$ cat src/rtl/aspc_pkg.sv
// package: constants and types for the sample-phase control block
package aspc_pkg;
  localparam int          NUM_CH        = 6;
  localparam int          NUM_ADC       = 3;
  localparam int          DATA_W        = 10;
  localparam int          GAIN_W        = 8;
  localparam int          OFFS_W        = 11;
  localparam int          COARSE_W      = 5;
  localparam int          SLOTS         = 7;
  localparam int          LATENCY       = 11;
  localparam int          SLOT_ADV      = 4;
  localparam logic [1:0]  PHASE_RST_6CH = 2'h3;
  localparam logic [1:0]  PHASE_RST_3CH = 2'h1;
  localparam logic [1:0]  PHASE_LATEST  = 2'h3;
  localparam logic [2:0]  SLOT_LAST     = 3'h6;
  localparam logic [3:0]  LAT_LAST      = 4'ha;
  localparam logic [GAIN_W-1:0]   GAIN_RST   = 8'h00;
  localparam logic [OFFS_W-1:0]   FINE_RST   = 11'h400;
  localparam logic [COARSE_W-1:0] COARSE_RST = 5'h10;

  typedef struct packed {
    logic       clamp_request_in;
    logic       black_clamp_in;
    logic [3:0] general_purpose_inputs;
  } aspc_ctrl_t;

  typedef struct packed {
    logic                wr;
    logic [2:0]          ch;
    logic [GAIN_W-1:0]   gain;
    logic [OFFS_W-1:0]   fine;
    logic [COARSE_W-1:0] coarse;
  } aspc_cal_wr_t;

  typedef enum logic {ASPC_SIX, ASPC_THREE} aspc_mode_t;
endpackage

$ cat src/rtl/aspc_phase_gen.sv
// phase generator: quarter-pixel sampling strobe selection
`timescale 1ns/100ps
module aspc_phase_gen
  import aspc_pkg::*;
(
  input  wire logic       clk_i,
  input  wire logic       resetn_i,
  input  wire logic       pixel_start_i,
  input  wire logic [1:0] phase_i,
  output logic            sample_o,
  output logic [1:0]      quarter_o
);
  logic [1:0] quarter;
  logic [1:0] next_quarter;
  logic       sample;
  logic       next_sample;

  always_comb begin
    next_quarter = pixel_start_i ? 2'h0 : quarter + 2'h1;
    // strobe fires earlier for lower codes
    next_sample  = (next_quarter == phase_i);
  end

  always_ff @(posedge clk_i or negedge resetn_i) begin
    if (!resetn_i) begin
      quarter <= 2'h0;
      sample  <= 1'b0;
    end else begin
      quarter <= next_quarter;
      sample  <= next_sample;
    end
  end

  assign sample_o  = sample;
  assign quarter_o = quarter;

  property p_strobe_pos;
    @(posedge clk_i) disable iff (!resetn_i)
      sample |-> quarter == $past(phase_i);
  endproperty
  a_strobe_pos: assert property (p_strobe_pos) else $error("strobe at wrong quarter");
endmodule

$ cat src/rtl/aspc_top.sv
// top: control latching, phase select, channel mux, calibration store, serializer
`timescale 1ns/100ps
module aspc_top
  import aspc_pkg::*;
(
  input  wire logic                          clk_i,
  input  wire logic                          resetn_i,
  input  wire aspc_pkg::aspc_mode_t          mode_i,
  input  wire aspc_pkg::aspc_ctrl_t          ctrl_i,
  input  wire logic                          phase_wr_i,
  input  wire logic [1:0]                    phase_i,
  input  wire aspc_pkg::aspc_cal_wr_t        cal_i,
  input  wire logic                          pixel_start_i,
  input  wire logic [aspc_pkg::NUM_CH*aspc_pkg::DATA_W-1:0] ch_data_i,
  output aspc_pkg::aspc_ctrl_t               ctrl_o,
  output logic [1:0]                         phase_o,
  output logic [aspc_pkg::NUM_ADC*aspc_pkg::DATA_W-1:0]     adc_data_o,
  output logic                               adc_valid_o,
  output logic [aspc_pkg::NUM_ADC-1:0]       lane_o,
  output logic                               serial_output_clock_o,
  output logic [aspc_pkg::GAIN_W-1:0]        gain_o,
  output logic [aspc_pkg::OFFS_W-1:0]        fine_o,
  output logic [aspc_pkg::COARSE_W-1:0]      coarse_o,
  input  wire logic [2:0]                    cal_rd_ch_i
);
  import aspc_pkg::*;

  // legalise a phase code for the active mode
  function automatic logic [1:0] legal_phase(input aspc_mode_t m, input logic [1:0] p);
    legal_phase = (m == ASPC_THREE) ? {p[1], 1'b1} : p;
  endfunction

  // ---- control latching
  aspc_ctrl_t ctrl, next_ctrl;
  always_comb next_ctrl = ctrl_i;
  always_ff @(posedge clk_i or negedge resetn_i) begin
    if (!resetn_i) ctrl <= '0;
    else           ctrl <= next_ctrl;
  end
  assign ctrl_o = ctrl;

  // ---- phase select
  logic [1:0] phase, next_phase;
  logic       init_done, next_init_done;
  always_comb begin
    next_phase     = phase;
    next_init_done = 1'b1;
    if (!init_done)
      next_phase = (mode_i == ASPC_SIX) ? PHASE_RST_6CH : PHASE_RST_3CH;
    else if (phase_wr_i)
      next_phase = legal_phase(mode_i, phase_i);
    else
      next_phase = legal_phase(mode_i, phase);
  end
  always_ff @(posedge clk_i or negedge resetn_i) begin
    if (!resetn_i) begin
      phase     <= PHASE_LATEST;
      init_done <= 1'b0;
    end else begin
      phase     <= next_phase;
      init_done <= next_init_done;
    end
  end
  assign phase_o = phase;

  logic       sample;
  logic [1:0] quarter;
  aspc_phase_gen u_phase (
    .clk_i         (clk_i),
    .resetn_i      (resetn_i),
    .pixel_start_i (pixel_start_i),
    .phase_i       (phase),
    .sample_o      (sample),
    .quarter_o     (quarter)
  );

  // ---- sample capture, fixed staging and channel mux
  logic [NUM_CH*DATA_W-1:0]  held, next_held;
  logic [NUM_CH*DATA_W-1:0]  stage, next_stage;
  logic [NUM_ADC*DATA_W-1:0] mux, next_mux;
  logic                      mux_v, next_mux_v;
  always_comb begin
    next_held  = sample ? ch_data_i : held;
    // every phase code has sampled by quarter 0, so staging there fixes latency
    next_stage = (quarter == 2'h0) ? held : stage;
    next_mux_v = 1'b0;
    next_mux   = mux;
    // mux is driven on fixed quarters so latency is phase independent
    if (quarter == 2'h3 || (mode_i == ASPC_SIX && quarter == 2'h1)) begin
      next_mux_v = 1'b1;
      for (int a = 0; a < NUM_ADC; a++) begin
        if (mode_i == ASPC_SIX && quarter == 2'h3)
          next_mux[a*DATA_W +: DATA_W] = stage[(2*a+1)*DATA_W +: DATA_W];
        else
          next_mux[a*DATA_W +: DATA_W] = stage[(2*a)*DATA_W +: DATA_W];
      end
    end
  end
  always_ff @(posedge clk_i or negedge resetn_i) begin
    if (!resetn_i) begin
      held  <= '0;
      stage <= '0;
      mux   <= '0;
      mux_v <= 1'b0;
    end else begin
      held  <= next_held;
      stage <= next_stage;
      mux   <= next_mux;
      mux_v <= next_mux_v;
    end
  end

  // ---- fixed latency pipeline
  logic [NUM_ADC*DATA_W-1:0] pipe_d [LATENCY-SLOT_ADV];
  logic                      pipe_v [LATENCY-SLOT_ADV];
  logic [NUM_ADC*DATA_W-1:0] next_pipe_d [LATENCY-SLOT_ADV];
  logic                      next_pipe_v [LATENCY-SLOT_ADV];
  always_comb begin
    next_pipe_d[0] = mux;
    next_pipe_v[0] = mux_v;
    for (int i = 1; i < LATENCY-SLOT_ADV; i++) begin
      next_pipe_d[i] = pipe_d[i-1];
      next_pipe_v[i] = pipe_v[i-1];
    end
  end
  always_ff @(posedge clk_i or negedge resetn_i) begin
    if (!resetn_i) begin
      for (int i = 0; i < LATENCY-SLOT_ADV; i++) begin
        pipe_d[i] <= '0;
        pipe_v[i] <= 1'b0;
      end
    end else begin
      pipe_d <= next_pipe_d;
      pipe_v <= next_pipe_v;
    end
  end
  logic [NUM_ADC*DATA_W-1:0] adc_data;
  logic                      adc_valid;
  always_ff @(posedge clk_i or negedge resetn_i) begin
    if (!resetn_i) begin
      adc_data  <= '0;
      adc_valid <= 1'b0;
    end else begin
      adc_data  <= pipe_d[LATENCY-SLOT_ADV-1];
      adc_valid <= pipe_v[LATENCY-SLOT_ADV-1];
    end
  end
  assign adc_data_o  = adc_data;
  assign adc_valid_o = adc_valid;

  // ---- serializer: seven slots per output clock period
  logic [2:0]         slot, next_slot;
  logic [NUM_ADC*SLOTS-1:0] shreg, next_shreg;
  logic [NUM_ADC-1:0] lane, next_lane;
  logic               sclk, next_sclk;
  always_comb begin
    next_slot  = (slot == SLOT_LAST) ? 3'h0 : slot + 3'h1;
    next_shreg = shreg;
    if (slot == SLOT_LAST) begin
      for (int a = 0; a < NUM_ADC; a++)
        next_shreg[a*SLOTS +: SLOTS] = adc_data[a*DATA_W +: SLOTS];
    end
    for (int a = 0; a < NUM_ADC; a++)
      next_lane[a] = next_shreg[a*SLOTS + int'(next_slot)];
    next_sclk = (next_slot < 3'h4);
  end
  always_ff @(posedge clk_i or negedge resetn_i) begin
    if (!resetn_i) begin
      slot  <= SLOT_LAST;
      shreg <= '0;
      lane  <= '0;
      sclk  <= 1'b0;
    end else begin
      slot  <= next_slot;
      shreg <= next_shreg;
      lane  <= next_lane;
      sclk  <= next_sclk;
    end
  end
  assign lane_o                = lane;
  assign serial_output_clock_o = sclk;

  // ---- per-channel calibration store
  logic [GAIN_W-1:0]   gain   [NUM_CH];
  logic [OFFS_W-1:0]   fine   [NUM_CH];
  logic [COARSE_W-1:0] coarse [NUM_CH];
  logic [GAIN_W-1:0]   rd_gain;
  logic [OFFS_W-1:0]   rd_fine;
  logic [COARSE_W-1:0] rd_coarse;
  always_ff @(posedge clk_i or negedge resetn_i) begin
    if (!resetn_i) begin
      for (int c = 0; c < NUM_CH; c++) begin
        gain[c]   <= GAIN_RST;
        fine[c]   <= FINE_RST;
        coarse[c] <= COARSE_RST;
      end
      rd_gain   <= GAIN_RST;
      rd_fine   <= FINE_RST;
      rd_coarse <= COARSE_RST;
    end else begin
      if (cal_i.wr && int'(cal_i.ch) < NUM_CH) begin
        gain[cal_i.ch]   <= cal_i.gain;
        fine[cal_i.ch]   <= cal_i.fine;
        coarse[cal_i.ch] <= cal_i.coarse;
      end
      if (int'(cal_rd_ch_i) < NUM_CH) begin
        rd_gain   <= gain[cal_rd_ch_i];
        rd_fine   <= fine[cal_rd_ch_i];
        rd_coarse <= coarse[cal_rd_ch_i];
      end
    end
  end
  assign gain_o   = rd_gain;
  assign fine_o   = rd_fine;
  assign coarse_o = rd_coarse;

  // ---- assertions
  property p_ctrl_latch;
    @(posedge clk_i) disable iff (!resetn_i)
      init_done |=> ctrl_o == $past(ctrl_i);
  endproperty
  a_ctrl_latch: assert property (p_ctrl_latch) else $error("control not latched");

  property p_three_odd;
    @(posedge clk_i) disable iff (!resetn_i)
      (mode_i == ASPC_THREE && init_done) |=> phase_o[0];
  endproperty
  a_three_odd: assert property (p_three_odd) else $error("illegal 3ch phase");

  property p_rst6;
    @(posedge clk_i) disable iff (!resetn_i)
      (!init_done && mode_i == ASPC_SIX) |=> phase_o == 2'h3;
  endproperty
  a_rst6: assert property (p_rst6) else $error("6ch reset phase wrong");

  property p_rst3;
    @(posedge clk_i) disable iff (!resetn_i)
      (!init_done && mode_i == ASPC_THREE) |=> phase_o[0] == 1'b1;
  endproperty
  a_rst3: assert property (p_rst3) else $error("3ch reset phase wrong");

  property p_mux_fixed;
    @(posedge clk_i) disable iff (!resetn_i)
      mux_v |-> $past(quarter[0]);
  endproperty
  a_mux_fixed: assert property (p_mux_fixed) else $error("mux slot moved");

  property p_mux_pair;
    @(posedge clk_i) disable iff (!resetn_i)
      (mode_i == ASPC_SIX && quarter == 2'h1) |=>
        mux[DATA_W-1:0] == $past(stage[DATA_W-1:0]);
  endproperty
  a_mux_pair: assert property (p_mux_pair) else $error("mux pairing wrong");

  property p_cal_wr;
    @(posedge clk_i) disable iff (!resetn_i)
      (cal_i.wr && cal_i.ch == 3'h0) |=> gain[0] == $past(cal_i.gain);
  endproperty
  a_cal_wr: assert property (p_cal_wr) else $error("gain write lost");

  property p_latency;
    @(posedge clk_i) disable iff (!resetn_i)
      mux_v |-> ##8 adc_valid && adc_data == $past(mux, 8);
  endproperty
  a_latency: assert property (p_latency) else $error("pipeline latency wrong");

  property p_slots;
    @(posedge clk_i) disable iff (!resetn_i)
      (init_done && slot == SLOT_LAST) |=> slot == 3'h0 ##6 slot == SLOT_LAST;
  endproperty
  a_slots: assert property (p_slots) else $error("slot sequence wrong");
endmodule

$ cat config.mk
export PLATFORM = sky130hd
export DESIGN_NAME = aspc_top
export DESIGN_NICKNAME = d
export VERILOG_FILES = /design/src/rtl/aspc_pkg.sv /design/src/rtl/aspc_phase_gen.sv /design/src/rtl/aspc_top.sv
export SDC_FILE = /design/constraint.sdc
export NUM_CORES = 1
export LEC_CHECK = 0
export ABC_CLOCK_PERIOD_IN_PS = 2550
export BUFFER_PORTS_ARGS = -buffer_cell sky130_fd_sc_hd__buf_2
export CAP_MARGIN = 40
export CORE_ASPECT_RATIO = 0.5
export CORE_UTILIZATION = 56
export CTS_BUF_LIST = sky130_fd_sc_hd__clkbuf_4
export CTS_CLUSTER_DIAMETER = 40
export DETAILED_ROUTE_END_ITERATION = 8
export PLACE_DENSITY = 0.78
export SYNTH_ARGS = -nofsm -noshare
export SYNTH_HDL_FRONTEND = slang
export SYNTH_HIERARCHICAL = 1
export SYNTH_SLANG_ARGS = --single-unit
$ cat constraint.sdc
create_clock -name clk_i -period 2.55 [get_ports clk_i]
set_input_delay 0.1275 -clock clk_i [delete_from_list [all_inputs] [get_ports clk_i]]
set_output_delay 0.1275 -clock clk_i [all_outputs]
set_load 0.005 [all_outputs]
# Yosys cells after proc, flatten, opt, wreduce, memory -nomap -nowiden
# Cells that the tools add are included.
[totals]
register_bits = 607
inputBits = 104
output_inout_bits = 67
word_cells = 119
[classes]
add_sub_neg = 4
n_lt_le_gt_ge = 9
n_eq_ne = 6
mux = 38
bitwise = 3
reduce_logical = 6
[op_table]
columns = ["operator", "n"]
rows = [
  ["66-bit bitwise mux", 1],
  ["48-bit bitwise mux", 1],
  ["11-bit binary-select mux with 3-bit select", 1],
  ["11-bit demux with 3-bit select", 1],
  ["11-bit 2-to-1 mux", 3],
  ["30-bit bitwise mux", 1],
  ["10-bit 2-to-1 mux", 3],
  ["8-bit binary-select mux with 3-bit select", 1],
  ["8-bit demux with 3-bit select", 1],
  ["8-bit 2-to-1 mux", 3],
  ["21-bit 2-to-1 mux", 1],
  ["5-bit binary-select mux with 3-bit select", 1],
  ["5-bit demux with 3-bit select", 1],
  ["5-bit 2-to-1 mux", 3],
  ["1-bit binary-select mux with 5-bit select", 2],
  ["3-bit < comparator (second input constant)", 3],
  ["4-bit greater-or-equal comparator (second input constant)", 2],
  ["1-bit 2-to-1 mux", 8],
  ["2-bit 2-to-1 mux", 4],
  ["3-bit inverter with 4-bit output", 2],
  ["3-bit by 6-bit < comparator with 1-bit output (second input constant)", 1],
  ["4-bit by 6-bit < comparator with 1-bit output (second input constant)", 1],
  ["5-bit by 6-bit < comparator with 1-bit output (second input constant)", 1],
  ["4-bit by 3-bit adder with 5-bit output (first input constant)", 1],
  ["16 further kinds", 19],
]

# Logic depth before layout (Yosys ltp)
[depth]
word_depth = 6
depth_mapped = 10
mapped_depth_nobuf = 9

# Cells and area by module
# The synthesis kept the hierarchy.
[by_module_without_submodules]
columns = ["mod", "n_inst", "cells_each", "area_each_um2", "seq_area_each_um2"]
rows = [
  ["aspc_top", 1, 1240, 21182.8, 15137.0],
  ["aspc_phase_gen", 1, 14, 141.4, 75.1],
]

# Worst setup path after synthesis
# OpenSTA, ideal clock, no wires.
[synth_path]
path_kind = "register to register"
startpoint = "reg slot[1]"
endpoint = "reg lane[1], in the netlist lane_o[1]"
setup_ns = 0.082
t_arrival_ns = 2.329
required_ns = 2.468
setup_slack_ns = 0.139
path_stages_with_launch = 9
path_buffers = 0
period_less_slack_ns = 2.411
cell_sequence = "dfstp_2 or2b_1 mux2_2 ha_1 inv_1 o221a_2 nor2_1 mux4_2 a31oi_1"
[synth_between]
elab_chain_cells = 6
word_cells_on_any_way = 8
cone_classes = "2 x add/sub; 1 x eq/ne; 5 x mux"
[synth_rtl]
columns = ["item", "line", "text"]
rows = [
  ["from (decl)", "aspc_top.sv:152", "logic [2:0] slot, next_slot;"],
  ["from (signal assigned)", "aspc_top.sv:174", "slot <= next_slot;"],
  ["3-bit by 1-bit adder with 3-bit output or 3-bit == test (tied branches)", "aspc_top.sv:157, aspc_top.sv:159", ""],
  ["3-bit 2-to-1 mux", "aspc_top.sv:157", "next_slot = (slot == SLOT_LAST) ? 3'h0 : slot + 3'h1;"],
  ["3-bit by 3-bit adder with 4-bit output", "aspc_top.sv:164", "next_lane[a] = next_shreg[a*SLOTS + int'(next_slot)];"],
  ["1-bit binary-select mux with 5-bit select *", "aspc_top.sv:164", ""],
  ["1-bit 2-to-1 mux (not written as such) * (2 in series)", "aspc_top.sv:164", ""],
  ["net next_lane[1]", "aspc_top.sv:154", "logic [NUM_ADC-1:0] lane, next_lane;"],
  ["to (signal assigned)", "aspc_top.sv:176", "lane <= next_lane;"],
  ["to (decl)", "aspc_top.sv:154", ""],
]
# Mark *: on every way through the listed nets, which the timed path passes. The rest lies on a longest branch. The select of a mux whose other input is x is not followed.
# A chain may end at the register's enable or synchronous reset.

# Worst setup path in the final report
# Ends and elaborated chain as after synthesis.

==> flow_summary_export.csv <==
group,metric,value,unit
clock_network,numCtsBuffers,135,
synth,synth_warnings,6,
layout,drive_gt1_share,45.29,%
power_and_ir_drop,finalPower,25.16,mW
critical_path,r2r_cells,8,
timing,timing.hold.ws,99.32,ps
placed_design,io_buffers,170,
critical_path,cp-start-kind,"register",
timing,hold_viol_final,0,
hold_path,holdPathStages,3,
floorplan,start_util,56.90,%
clock_network,cts_root_buf,"clkbuf_4",
power_and_ir_drop,p_leak,12.07,nW
global_routing,grt_pass1_wl,66.24,mm
detailed_routing,drt_iter0_drc,719,
synth,syn_inst,1254,
critical_path,critical_path_class,"register to register",
clock_network,insertion_delay,790,ps
timing,rsz0062_at_grt,"no",
synth,syn_area_per_cell,17.00,sq um
placed_design,dp_hpwl,23.19,mm
critical_path,cp-end-kind,"register",
clock_network,h-tree-depth,4,
critical_path,critical-path-max-stage-delay,530,ps
power_and_ir_drop,power_density,977.6,nW/um^2
detailed_routing,postRouteWirelength,39.46,mm
floorplan,pin_count,171,
outcome,status,"finished clean",
detailed_routing,via_count,11520,
critical_path,arrival,3160,ps
critical_path,crit_fanout,5,
synth,yosys-top-cells-count,"dfrtp_1 (589), mux2_2 (309), mux2i_1 (59)",
hold_path,hold_path.startpoint,"ch_data_i[26]",
global_routing,antenna_found_initial,1,
critical_path,slowest_stage,"dfstp_2",
timing,setup_violations,0,
critical_path,r2r_slack,90,ps
clock_network,cts_sinks,607,
synth,synth_area_leader_cell,"dfrtp_1",
timing,tightest_slew,739.6,ps
synth,yosysUniqueCellTypes,44,
hold_path,whs_endpoint,"held[26]$_DFFE_PN0P_",
floorplan,die_y,140.0,um
detailed_routing,drt_first_pass_iters,5,
synth,synth-edff-count,0,
synth,synth_seq_area_share,71.34,%
synth,mappedNetlistNets,1361,
synth,synth-seq-cells,607,
critical_path,path_cells,"or2b_1 > mux2_4 > ha_4 > inv_2 > o221a_2 > nor2_1 > mux4_2 > a31oi_1",
synth,ys_top_cells_by_area,"dfrtp_1 (69%), mux2_2 (16%), mux2i_1 (2.8%)",
layout,syn2layout_area_growth,20.71,%
timing,drv_slew,0,
floorplan,dieArea,38910,sq um
critical_path,cp_top_family,"multiplexers",
global_routing,grt_max_degree,79,
synth,synthArstFlopShare,100.0,%
timing,timing.slew.headroom,50.70,%
timing,timing.final.crit_share,96.61,%
hold_path,hold_class,"input port to register",
detailed_routing,postRouteAntennaNets,0,
synth,ys.flop_type,"dfrtp_1",
global_routing,grt_overflow,0,
clock_network,cts_max_path_buffers,3,
detailed_routing,post-route-drc-count,0,
synth,yosysMostFrequentCell,"dfrtp_1",
layout,postLayoutCellArea,25740,sq um
timing,layout_min_cycle_time,2463,ps
flow_run,maxCapViolations,0,
critical_path,r2r_start,"slot[1]$_DFF_PN1_",
synth,synth_top_area_share,69.12,%
floorplan,core,37470,sq um
detailed_routing,drt-vias-per-instance,5.171,
global_routing,grt_pass1_vias,12830,
clock_network,clk_pin_slew,70,ps
global_routing,grt_usage,21.73,%
synth,syn_area,21320,sq um
layout,nets,1749,
power_and_ir_drop,ir_worst_vdd,427.5,uV
timing,skew,30.76,ps
timing,max_freq,405.9,MHz
detailed_routing,wl_per_cell,17.72,um
placed_design,gp_congestion,0.8466,
floorplan,placementRows,50,
critical_path,timing.rr.end,"lane_o[1]$_DFF_PN0_",
clock_network,cts_tree,"done",
critical_path,cp.required,3240,ps
critical_path,crit_buf_inv,1,
placed_design,dpl-instance-area,22950,sq um
floorplan,die_w,278.0,um
## how the worst max path moves through the flow
| stage | cells past startpoint | slack, ps | from | to |
|---|---|---|---|---|
| 2_1_floorplan | 8 | 140 | slot[1]$_DFF_PN1_ | lane_o[1]$_DFF_PN0_ |
| 3_3_place_gp | 8 | 120 | slot[1]$_DFF_PN1_ | lane_o[1]$_DFF_PN0_ |
| 3_5_place_dp | 8 | -20 | slot[1]$_DFF_PN1_ | lane_o[1]$_DFF_PN0_ |
| 4_1_cts | 7 | 120 | slot[2]$_DFF_PN1_ | lane_o[1]$_DFF_PN0_ |
| 5_1_grt | 8 | 20 | slot[1]$_DFF_PN1_ | lane_o[1]$_DFF_PN0_ |
| 6_report | 8 | 90 | slot[1]$_DFF_PN1_ | lane_o[1]$_DFF_PN0_ |
## registers in the layout (all words and copies together), names as in the netlist, 5 cells and up
name         flops
held            60
ctrl_o           6
next_pipe_v      6
fine            66
coarse_o         5
stage           60
pipe_d          30
fine_o          11
shreg           21
gain            48
adc_data_o      30
mux             30
coarse          30
gain_o           8
next_pipe_d    180
## power by group
group	total, mW	leakage, nW	switching, mW	internal [mW]
clock	7.13	0.975	3.51	3.61
combinational	3.49	3.73	1.35	2.15
sequential	14.5	7.37	1.54	13.0
## layer usage
layer | global-route usage (%) | up-vias | wire length [um]
met5 | 0 | - | 0
met2 | 36.87 | 267 | 20470
met4 | 7.967 | 0 | 787
met1 | 27.26 | 5935 | 16490
li1 | - | 5237 | -
met3 | 5.605 | 77 | 1719
## final cells by class
cell class | instances | area, sq um
Tap cell | 494 | 618.1
Fill cell | 2497 | 11730
Clock buffer | 195 | 1464
Antenna cell | 2 | 5.005
Timing Repair Buffer | 311 | 2377
Sequential cell | 607 | 15210
Inverter | 10 | 37.54
Multi-Input combinational cell | 577 | 5854
Clock inverter | 31 | 168.9
## worst min-delay path: stages
cell	delay [ps]
dlygate4sd3_1	510
buf_2	90
mux2_2	120
## logic make-up after synthesis
| logic type | count (synthesis) | share of synthesized area (%) |
|---|---|---|
| flip-flops | 607 | 71.34 |
| multiplexers | 400 | 22.38 |
| AND/OR/NAND/NOR | 91 | 2.042 |
| AO/OA/AOI/OAI | 79 | 2.312 |
| buffers and inverters | 70 | 1.578 |
| adder cells (fa/ha/maj) | 3 | 0.1760 |
| XOR/XNOR | 3 | 0.1585 |
| other | 1 | 0.01759 |
## cells in the final DEF (no fill, tap or decap), types with 2 or more instances in the layout
master / instances
nand3_1: 4
buf_4: 19
nor3_4: 2
dlygate4sd3_1: 109
o211ai_1: 2
diode_2: 2
clkbuf_4: 195
o221a_2: 4
mux2_2: 308
nor2_1: 7
a31oi_1: 2
dfrtp_2: 2
clkinv_1: 19
dfstp_2: 18
o311a_1: 3
or2b_1: 5
nand2_1: 58
inv_1: 9
inv_2: 6
buf_2: 168
nand4b_1: 2
buf_12: 13
clkinvlp_4: 3
nand2b_1: 2
o21ai_4: 2
nor3b_1: 2
o21ai_0: 55
a221oi_1: 2
mux4_1: 4
xnor2_1: 2
nor3b_4: 2
clkinv_4: 3
mux2_1: 3
a21oi_1: 2
dfrtp_1: 587
a221o_1: 2
mux4_2: 25
mux2i_1: 59
## per-stage QoR
stage                     setup WS (ps)  cells  utilization [%]  setup TNS (ps)
after floorplan                   139.0   1254                -               0
after global placement            122.7   1889            61.25               0
after detailed placement         -23.25   1889            61.25          -23.25
after CTS                         117.2   2225            68.62               0
after global routing              22.92   2226            68.68               0
final                             86.57   2227            68.69               0
## repair_timing
action                                  CTS  global route
gates resized for setup                   2             4
hold buffers                            110             0
endpoints found under the setup margin    1             1
endpoints found under the hold margin   837             0
setup buffers                             0             0
Power figures use the tool's default switching activity.
